$ cat src/rtl/wpf_pkg.sv
// package for the wake and power fail control block
package wpf_pkg;
    // register byte offsets; the event banks by address bits 7:4
    localparam logic [7:0] OFS_CTRL    = 8'h00;
    localparam logic [7:0] OFS_STATUS  = 8'h04;
    localparam logic [7:0] OFS_STATE   = 8'h08;
    localparam logic [7:0] OFS_SLEEP   = 8'h0c;
    localparam logic [3:0] OFS_GPE_STS = 4'h1;
    localparam logic [3:0] OFS_GPE_EN  = 4'h2;
    // control bits
    localparam int C_POLICY = 0;
    localparam int C_PCIDIS = 1;
    localparam int C_HNEN   = 2;
    localparam int C_NATIVE = 3;
    localparam int C_DEEPEN = 4;
    localparam int C_SUSACK = 5;
    localparam int C_WOLEN  = 6;
    localparam int C_RTCEN  = 7;
    localparam int CTRL_W   = 8;
    localparam logic [CTRL_W-1:0] CTRL_RST = 8'h00;
    // status bits
    localparam int S_WAKE  = 0;
    localparam int S_PBTN  = 1;
    localparam int S_RTC   = 2;
    localparam int S_CFAIL = 3;
    localparam int S_DFAIL = 4;
    localparam int STS_W   = 5;
    // general-purpose event bits
    localparam int GPE_W     = 128;
    localparam int GPIO_BITS = 72;
    localparam int G_SMBWAK  = 97;
    localparam int G_PCIEPME = 98;
    localparam int G_SPME    = 99;
    localparam int G_WADT    = 100;
    localparam int G_TIER2   = 'h6f;
    localparam logic [7:0] SMB_CMD_WAKE = 8'h01;
    // wake context one-hot {sx, deep, loss, reset}
    localparam logic [3:0] X_SX   = 4'h8;
    localparam logic [3:0] X_DEEP = 4'h4;
    localparam logic [3:0] X_LOSS = 4'h2;
    localparam logic [3:0] X_RST  = 4'h1;
    localparam logic [3:0] M_PBTN = 4'hf;
    localparam logic [3:0] M_RTC  = 4'he;
    localparam logic [3:0] M_GPIO = 4'h8;
    localparam logic [3:0] M_SPME = 4'h8;
    localparam logic [3:0] M_PCIE = 4'he;
    localparam logic [3:0] M_MISC = 4'hb;
    localparam logic [3:0] M_WADT = 4'hc;
    typedef enum logic [2:0] {
        ST_S0, ST_S3, ST_S4, ST_S5, ST_DEEP, ST_G3
    } wpf_state_e;
    typedef struct packed {
        logic core_pg;
        logic deep_pg;
        logic pbtn_n;
        logic battery_low_n_n;
        logic pcie_wake_n;
        logic smbalert_n;
        logic rsm_n;
        logic rtc_alarm;
        logic spme_n;
        logic wake_alarm;
    } wpf_pins_s;
endpackage : wpf_pkg

$ cat src/rtl/wpf_top.sv
// wake source qualification and power failure handling
//
// The address-and-strobe port and the address map were decided locally.
`timescale 1ns/10ps
module wpf_top (
    // clock and rtc-well reset
    input  wire logic                clock,
    input  wire logic                nrst,
    // asynchronous platform pins
    input  wire wpf_pkg::wpf_pins_s  pins,
    // same-clock event sources
    input  wire logic                smbus_cmd_valid,
    input  wire logic [7:0]          smbus_cmd,
    input  wire logic                host_notify_msg,
    input  wire logic                me_wake,
    input  wire logic                wol_wake,
    input  wire logic [3:0]          pcie_pme_msg,
    input  wire logic [71:0]         gpio_wake,
    input  wire logic                gpio_tier2_evt,
    input  wire logic                reset_type_event,
    // register port
    input  wire logic [7:0]          addr,
    input  wire logic [31:0]         wdata,
    input  wire logic                wr,
    input  wire logic                rd,
    output logic [31:0]              rdata,
    // platform outputs
    output wpf_pkg::wpf_state_e      power_state,
    output logic                     suspend_wells_on,
    output logic                     suspend_powerdown_ack,
    output logic                     sci,
    output logic                     wake_pulse
);
    typedef struct packed {
        wpf_pkg::wpf_pins_s          s1;
        wpf_pkg::wpf_pins_s          s2;
        wpf_pkg::wpf_pins_s          prev;
        wpf_pkg::wpf_state_e         state;
        wpf_pkg::wpf_state_e         dsx_entry;
        wpf_pkg::wpf_state_e         pf_state;
        logic                        loss;
        logic                        rst_type;
        logic                        pend;
        logic [wpf_pkg::CTRL_W-1:0]  ctrl;
        logic [wpf_pkg::STS_W-1:0]   sts;
        logic [wpf_pkg::GPE_W-1:0]   gpe_sts;
        logic [wpf_pkg::GPE_W-1:0]   gpe_en;
        logic [31:0]                 rdata;
        logic                        sus_on;
        logic                        sci;
        logic                        wake_pulse;
    } wpf_st_s;

    wpf_st_s     st_r;
    wpf_st_s     st_nxt;
    logic [3:0]  ctx;
    logic        asleep;
    logic        ev;
    logic        pbtn_fall;
    logic        rtc_rise;
    logic        spme_fall;
    logic        pcie_fall;
    logic        alert_fall;
    logic        wadt_rise;
    logic        deep_fall;
    logic        core_fall;
    logic        smb_wake;
    logic        hn_wake;
    logic        wr_gpe_sts;
    logic        wr_gpe_en;
    logic [31:0] ctrl_w;

    function automatic logic allow(input logic [3:0] m,
                                   input logic [3:0] c);
        allow = |(m & c);
    endfunction : allow

    function automatic logic [31:0] gpe_word(
        input logic [wpf_pkg::GPE_W-1:0] v, input logic [1:0] i);
        gpe_word = v[i*32 +: 32];
    endfunction : gpe_word

    function automatic wpf_pkg::wpf_state_e sleep_code(
        input logic [1:0] c);
        case (c)
            2'h1:    sleep_code = wpf_pkg::ST_S3;
            2'h2:    sleep_code = wpf_pkg::ST_S4;
            default: sleep_code = wpf_pkg::ST_S5;
        endcase
    endfunction : sleep_code

    // =========================================================
    // event detection
    always_comb begin
        pbtn_fall  = st_r.prev.pbtn_n & ~st_r.s2.pbtn_n;
        rtc_rise   = ~st_r.prev.rtc_alarm & st_r.s2.rtc_alarm;
        spme_fall  = st_r.prev.spme_n & ~st_r.s2.spme_n;
        pcie_fall  = st_r.prev.pcie_wake_n & ~st_r.s2.pcie_wake_n;
        alert_fall = st_r.prev.smbalert_n & ~st_r.s2.smbalert_n;
        wadt_rise  = ~st_r.prev.wake_alarm & st_r.s2.wake_alarm;
        deep_fall  = st_r.prev.deep_pg & ~st_r.s2.deep_pg;
        core_fall  = st_r.prev.core_pg & ~st_r.s2.core_pg;
        smb_wake   = smbus_cmd_valid
                     && smbus_cmd == wpf_pkg::SMB_CMD_WAKE;
        hn_wake    = host_notify_msg
                     & st_r.ctrl[wpf_pkg::C_HNEN];
        if (st_r.state == wpf_pkg::ST_DEEP) begin
            ctx = wpf_pkg::X_DEEP;
        end else if (st_r.loss) begin
            ctx = wpf_pkg::X_LOSS;
        end else if (st_r.rst_type) begin
            ctx = wpf_pkg::X_RST;
        end else begin
            ctx = wpf_pkg::X_SX;
        end
        asleep = st_r.state == wpf_pkg::ST_S3
                 || st_r.state == wpf_pkg::ST_S4
                 || st_r.state == wpf_pkg::ST_S5
                 || st_r.state == wpf_pkg::ST_DEEP;
        ev = (allow(wpf_pkg::M_PBTN, ctx) & pbtn_fall)
           | (allow(wpf_pkg::M_RTC, ctx) & rtc_rise
              & st_r.ctrl[wpf_pkg::C_RTCEN])
           | (allow(wpf_pkg::M_GPIO, ctx)
              & |(gpio_wake & st_r.gpe_en[71:0]))
           | (allow(wpf_pkg::M_SPME, ctx) & spme_fall
              & st_r.gpe_en[wpf_pkg::G_SPME])
           | (allow(wpf_pkg::M_PCIE, ctx) & pcie_fall
              & ~st_r.ctrl[wpf_pkg::C_PCIDIS])
           | (allow(wpf_pkg::M_MISC, ctx) & alert_fall
              & st_r.ctrl[wpf_pkg::C_NATIVE])
           | (allow(wpf_pkg::M_MISC, ctx) & (smb_wake | hn_wake))
           | (allow(wpf_pkg::M_MISC, ctx) & me_wake)
           | (allow(wpf_pkg::M_MISC, ctx) & wol_wake
              & st_r.ctrl[wpf_pkg::C_WOLEN])
           | (allow(wpf_pkg::M_WADT, ctx) & wadt_rise
              & st_r.gpe_en[wpf_pkg::G_WADT]);
        wr_gpe_sts = wr && addr[7:4] == wpf_pkg::OFS_GPE_STS;
        wr_gpe_en  = wr && addr[7:4] == wpf_pkg::OFS_GPE_EN;
        ctrl_w     = wdata;
        if (wdata[wpf_pkg::C_DEEPEN]) begin
            ctrl_w[wpf_pkg::C_SUSACK] = 1'b0;
        end
    end

    // =========================================================
    // next state
    always_comb begin
        st_nxt            = st_r;
        st_nxt.s1         = pins;
        st_nxt.s2         = st_r.s1;
        st_nxt.prev       = st_r.s2;
        st_nxt.rdata      = 32'h0000_0000;
        st_nxt.wake_pulse = 1'b0;

        // register writes, clears before sets
        if (wr && addr == wpf_pkg::OFS_CTRL) begin
            st_nxt.ctrl = ctrl_w[wpf_pkg::CTRL_W-1:0];
        end
        if (wr && addr == wpf_pkg::OFS_STATUS) begin
            st_nxt.sts = st_r.sts & ~wdata[wpf_pkg::STS_W-1:0];
        end
        if (wr_gpe_sts) begin
            st_nxt.gpe_sts[addr[3:2]*32 +: 32] =
                gpe_word(st_r.gpe_sts, addr[3:2]) & ~wdata;
        end
        if (wr_gpe_en) begin
            st_nxt.gpe_en[addr[3:2]*32 +: 32] = wdata;
        end

        // hardware sets win over software clears
        st_nxt.gpe_sts[71:0] = st_nxt.gpe_sts[71:0]
                               | gpio_wake;
        if (gpio_tier2_evt) begin
            st_nxt.gpe_sts[wpf_pkg::G_TIER2] = 1'b1;
        end
        if (hn_wake) begin
            st_nxt.gpe_sts[wpf_pkg::G_SMBWAK] = 1'b1;
        end
        if (|pcie_pme_msg) begin
            st_nxt.gpe_sts[wpf_pkg::G_PCIEPME] = 1'b1;
        end
        if (spme_fall) begin
            st_nxt.gpe_sts[wpf_pkg::G_SPME] = 1'b1;
        end
        if (pbtn_fall) begin
            st_nxt.sts[wpf_pkg::S_PBTN] = 1'b1;
        end
        if (rtc_rise) begin
            st_nxt.sts[wpf_pkg::S_RTC] = 1'b1;
        end
        if (core_fall) begin
            st_nxt.sts[wpf_pkg::S_CFAIL] = 1'b1;
        end
        if (deep_fall) begin
            st_nxt.sts[wpf_pkg::S_DFAIL] = 1'b1;
            st_nxt.sts[wpf_pkg::S_RTC]   = 1'b0;
        end
        if (!st_r.s2.deep_pg) begin
            st_nxt.sts[wpf_pkg::S_PBTN] = 1'b0;
        end
        if (!st_r.s2.rsm_n) begin
            st_nxt.gpe_sts[wpf_pkg::G_SPME] = 1'b0;
            st_nxt.ctrl[wpf_pkg::C_NATIVE]  = 1'b0;
        end
        if (asleep && ev) begin
            st_nxt.pend = 1'b1;
        end

        // power state sequencing
        case (st_r.state)
            wpf_pkg::ST_S0: begin
                if (reset_type_event) begin
                    st_nxt.state    = wpf_pkg::ST_S5;
                    st_nxt.rst_type = 1'b1;
                end else if (wr && addr == wpf_pkg::OFS_SLEEP
                             && wdata[1:0] != 2'h0) begin
                    st_nxt.loss     = 1'b0;
                    st_nxt.rst_type = 1'b0;
                    st_nxt.pend     = 1'b0;
                    if (wdata[2] && st_r.ctrl[wpf_pkg::C_DEEPEN]) begin
                        st_nxt.state     = wpf_pkg::ST_DEEP;
                        st_nxt.dsx_entry = sleep_code(wdata[1:0]);
                        st_nxt.ctrl[wpf_pkg::C_NATIVE] = 1'b0;
                    end else begin
                        st_nxt.state = sleep_code(wdata[1:0]);
                    end
                end
            end
            wpf_pkg::ST_S3, wpf_pkg::ST_S4, wpf_pkg::ST_S5: begin
                if (st_r.pend && st_r.s2.battery_low_n_n) begin
                    st_nxt.state      = wpf_pkg::ST_S0;
                    st_nxt.pend       = 1'b0;
                    st_nxt.loss       = 1'b0;
                    st_nxt.rst_type   = 1'b0;
                    st_nxt.wake_pulse = 1'b1;
                    st_nxt.sts[wpf_pkg::S_WAKE] = 1'b1;
                end
            end
            wpf_pkg::ST_DEEP: begin
                if (st_r.pend && st_r.s2.battery_low_n_n) begin
                    st_nxt.state = st_r.dsx_entry;
                end
            end
            wpf_pkg::ST_G3: begin
                if (st_r.s2.deep_pg) begin
                    st_nxt.loss = 1'b1;
                    if (!st_r.ctrl[wpf_pkg::C_POLICY]) begin
                        st_nxt.state = wpf_pkg::ST_S0;
                        st_nxt.loss  = 1'b0;
                    end else begin
                        case (st_r.pf_state)
                            wpf_pkg::ST_S4:
                                st_nxt.state = wpf_pkg::ST_S4;
                            wpf_pkg::ST_DEEP:
                                st_nxt.state = wpf_pkg::ST_DEEP;
                            default:
                                st_nxt.state = wpf_pkg::ST_S5;
                        endcase
                    end
                end
            end
            default: st_nxt.state = wpf_pkg::ST_S5;
        endcase

        // power failure overrides sequencing
        if (st_r.state != wpf_pkg::ST_G3 && (deep_fall
            || (core_fall && st_r.state == wpf_pkg::ST_S0))) begin
            st_nxt.state    = wpf_pkg::ST_G3;
            st_nxt.pf_state = st_r.state;
            st_nxt.pend     = 1'b0;
            st_nxt.ctrl[wpf_pkg::C_NATIVE] = 1'b0;
        end

        // read data, one cycle after the strobe
        if (rd) begin
            if (addr == wpf_pkg::OFS_CTRL) begin
                st_nxt.rdata[wpf_pkg::CTRL_W-1:0] = st_r.ctrl;
            end else if (addr == wpf_pkg::OFS_STATUS) begin
                st_nxt.rdata[wpf_pkg::STS_W-1:0] = st_r.sts;
            end else if (addr == wpf_pkg::OFS_STATE) begin
                st_nxt.rdata[2:0]  = st_r.state;
                st_nxt.rdata[6:4]  = st_r.dsx_entry;
                st_nxt.rdata[10:8] = st_r.pf_state;
                st_nxt.rdata[12]   = st_r.pend;
                st_nxt.rdata[13]   = st_r.loss;
                st_nxt.rdata[14]   = st_r.rst_type;
            end else if (addr[7:4] == wpf_pkg::OFS_GPE_STS) begin
                st_nxt.rdata = gpe_word(st_r.gpe_sts, addr[3:2]);
            end else if (addr[7:4] == wpf_pkg::OFS_GPE_EN) begin
                st_nxt.rdata = gpe_word(st_r.gpe_en, addr[3:2]);
            end
        end

        st_nxt.sus_on = st_nxt.state != wpf_pkg::ST_DEEP
                        && st_nxt.state != wpf_pkg::ST_G3;
        st_nxt.sci    = |(st_nxt.gpe_sts & st_nxt.gpe_en);
    end

    always_ff @(posedge clock or negedge nrst) begin
        if (!nrst) begin
            st_r           <= '0;
            st_r.state     <= wpf_pkg::ST_S5;
            st_r.dsx_entry <= wpf_pkg::ST_S5;
            st_r.pf_state  <= wpf_pkg::ST_S5;
            st_r.ctrl      <= wpf_pkg::CTRL_RST;
        end else begin
            st_r <= st_nxt;
        end
    end

    assign rdata                 = st_r.rdata;
    assign power_state           = st_r.state;
    assign suspend_wells_on      = st_r.sus_on;
    assign suspend_powerdown_ack = st_r.ctrl[wpf_pkg::C_SUSACK];
    assign sci                   = st_r.sci;
    assign wake_pulse            = st_r.wake_pulse;
endmodule : wpf_top

$ cat config.mk
export PLATFORM = sky130hd
export DESIGN_NAME = wpf_top
export DESIGN_NICKNAME = d
export VERILOG_FILES = /design/src/rtl/wpf_pkg.sv /design/src/rtl/wpf_top.sv
export SDC_FILE = /design/constraint.sdc
export NUM_CORES = 1
export LEC_CHECK = 0
export BUFFER_PORTS_ARGS = -buffer_cell sky130_fd_sc_hd__buf_2
export CAP_MARGIN = 20
export CORE_ASPECT_RATIO = 1.2
export CORE_MARGIN = 5
export CORE_UTILIZATION = 45
export CTS_CLUSTER_DIAMETER = 30
export CTS_CLUSTER_SIZE = 12
export DETAILED_ROUTE_END_ITERATION = 8
export PLACE_DENSITY_LB_ADDON = 0.08
export SYNTH_ARGS = -nofsm -noshare
export SYNTH_HDL_FRONTEND = slang
export SYNTH_SLANG_ARGS = --single-unit
$ cat constraint.sdc
create_clock -name clock -period 2.7 [get_ports clock]
set_input_delay 0.135 -clock clock [delete_from_list [all_inputs] [get_ports clock]]
set_output_delay 0.135 -clock clock [all_outputs]
set_load 0.01 [all_outputs]
==> run summary <==
CP endpoint = sci$_DFF_PN0_
Die width = 190 µm
R2r setup slk = -0.14 ns
Total of max-cap violations = 0
Reg-to-reg endpoint = sci$_DFF_PN0_
IO Port Bufs = 182
Pre-CTS WS = -0.588 ns
Placed cells = 2650
Final Hold Viols = 0
Seq/Total Area, Yosys = 49.0%
Post-Syn Area = 17500 µm²
Post-DRT Antenna Nets = 0
GRT Residual Overflow = 0
Rel. slew slack = 39.2%
First-pass GRT wire length = 136 mm
Syn nets = 1819
Vias in the first global route = 19399
H-tree depth = 3
YS warnings = 0
Dpl hpwl = 71.0 mm
Worst Tran Pin Value = 0.902 ns
Met1 Track Usage GR = 53.7%
Mapped Cells = 1670
Ys async rst share = 100%
# setup viols final = 1
GP Congestion = 1.06
Worst-Skew Late Latency = 0.61 ns
Post-synth top area share = 48.1%
CTS Sinks = 343
Busiest grt layer = met2
Clock tree buffer depth = 3
Hold Startpoint = wdata[27]
Syn-to-layout area delta = 50.4%
Final #Nets = 2478
Fmax = 352 MHz
Worst-path clk slew = 0.05 ns
Failing checks = DRC, setup timing
Fin crit share = 105%
Via count = 19313
Min-delay worst type = in2reg
Non-filler cells, final = 2923
Met3 Usage GRT = 11.6%
Post-synth top flop = dfrtp_1
Worst EP arrival = 3.31 ns
Largest net degree at the start of global routing = 78
DIE AREA = 43000 µm²
Effective utilization at floorplan = 45.3%
Root Buffer = clkbuf_16
CTS Buf Count = 84
Core region area = 38600 µm²
Startpoint types = flip-flop
Initial antenna violation count = 1
Leak = 12.0 nW
DR WL/cell = 32.6 µm
Cell taking the most area after synthesis = dfrtp_1
Clock skew = 0.0216 ns
CTS tree = done
RSZ-0062 raised after global routing = yes
GRT Total Usage = 43.9%
Worst setup path startpoint = st_r[220]$_DFF_PN0_
Reg2reg start = st_r[220]$_DFF_PN0_
Met2 usage in global routing = 67.0%
Yosys reg bits = 343
CP required = 3.17 ns
Maximum VDD drop = 0.476 mV
Initial DRC count = 2720
PnR Total Power = 18.5 mW
Routed vias/inst = 6.61
Reg2reg path depth = 8
Final Max Tran Viols = 0
Critical path type = reg2reg
PD cells = 703 nW/µm²
Initial DRT Pass Iterations = 9
Number of enable flip-flop cells after synthesis = 0
DRC errors left = 2
Drt total wl = 95.3 mm
Count of cell types in the netlist = 76
Status = finished with violations
Final WS setup = -0.142 ns
CP Capture Type = flip-flop
Worst Path Max Fanout = 4
Synth area leaders = dfrtp_1, mux4_2, o21ai_0
# IOs = 183
Syn_area_per_cell = 10.5 µm²
Num rows = 79
Vert. Die Dim = 226 µm
Minimum clock period = 2.84 ns
Share of cells above drive strength 1 = 37.1%
## sequential cells by signal, summed over array words and instances (netlist names)
register,cells
suspend_wells_on,1
power_state,3
wake_pulse,1
sci,1
suspend_powerdown_ack,1
rdata,32
st_r,284
st_nxt,20
## metrics by stage
stage | setup TNS, ns | hold WS, ns | utilization (%) | instance area, µm²
after global routing | -0.142 | 0.0345 | 68.2 | 26300
final | -0.142 | 0.0287 | 68.2 | 26300
after detailed placement | -0.588 | 0.0879 | 57.2 | 22100
after global placement | -0.930 | 0.0841 | 57.1 | 22100
after floorplan | -0.942 | -0.161 | - | 17800
after CTS | -0.108 | 0.000350 | 68.1 | 26300
## critical path, stage by stage (launching register included)
cell	delay, ns
dfrtp_1	0.44
mux4_2	0.50
buf_4	0.17
nand4_1	0.14
a32oi_1	0.24
a2111oi_2	0.54
nand4_1	0.16
nor4_1	0.37
nand4_1	0.14
## cell type report
cell class	count	area [µm²]
Tap cell	526	658
Inverter	59	229
Sequential cell	343	8590
Multi-Input combinational cell	1104	8150
Antenna cell	2	5.00
Fill cell	2993	12300
Clock inverter	51	621
Clock buffer	101	2340
Timing Repair Buffer	737	5760
## metal layers
metal | part of all wire [%] | up-vias
met5 | 0 | -
met2 | 44 | 1659
met1 | 35 | 9472
met3 | 12 | 456
met4 | 9.2 | 0
li1 | - | 7726
## worst min-delay path by stage
stage	to	slack (ns)	cells past startpoint
detailed placement	power_state[2]$_DFF_PN0_	0.09	1
floorplan	power_state[2]$_DFF_PN0_	-0.16	0
finish	st_r[158]$_DFF_PN0_	0.03	4
global route	st_r[187]$_DFF_PN0_	0.03	4
global placement	power_state[2]$_DFF_PN0_	0.08	1
CTS	st_r[187]$_DFF_PN0_	0.0003	4
## logic make-up after synthesis
logic type                 Yosys count  synth area share, %
AOI/OAI and AO/OA                  555                 21.6
DFF                                343                 49.0
xor gates and xnor gates             1               0.0500
muxes                               69                 8.54
buffers and inverters              223                 5.80
and+or+nand+nor                    474                 14.6
adders and majority gates            5                0.357
## where the power goes
part | internal, mW | switching, mW | total [mW]
Sequential | 5.40 | 0.245 | 5.64
Combinational | 0.988 | 1.34 | 2.33
Clock | 7.15 | 3.40 | 10.5
## repair_timing
action	in CTS	in global routing
hold buffers	117	0
hold endpoints to repair	470	0
endpoints found under the setup margin	1	2
resized for setup	17	7
pin swaps	7	4
gates cloned	0	0
setup buffers	2	0
## synthesized netlist by cell type, drive strengths merged (5+ instances only)
library cell and number:
dfrtp 337, o21ai 238, nand2 195, clkbuf 97, nand4 86, a22oi 83, buf 67, mux4 64
inv 59, a221o 52, a22o 38, nor2 34, nand3 32, a21oi 29, nor2b 28, nor4b 28
a221oi 22, o21a 14, nand2b 13, a2111oi 11, and2 10, a32oi 9, o2bb2ai 8, nor4bb 7
dfstp 6, nor4 6, a21boi 5, ha 5, o22ai 5
## cell usage in the layout, fill, tap and decap left out, types with 12 or more instances in the layout
cell type / instances
buf_12: 30
o21ai_1: 17
clkinv_2: 15
mux4_2: 64
nand3_1: 32
nor4b_1: 26
a22o_1: 37
a22oi_1: 79
nand4_1: 86
a221o_1: 52
a221oi_1: 19
dlygate4sd3_1: 117
clkbuf_16: 87
a21oi_1: 29
nand2b_1: 12
nand2_1: 194
dfrtp_1: 337
nor2_1: 34
buf_2: 181
inv_1: 57
nor2b_1: 23
buf_4: 407
o21ai_0: 221
o21a_1: 14
No activity file was read; power rests on OpenSTA's default activity.
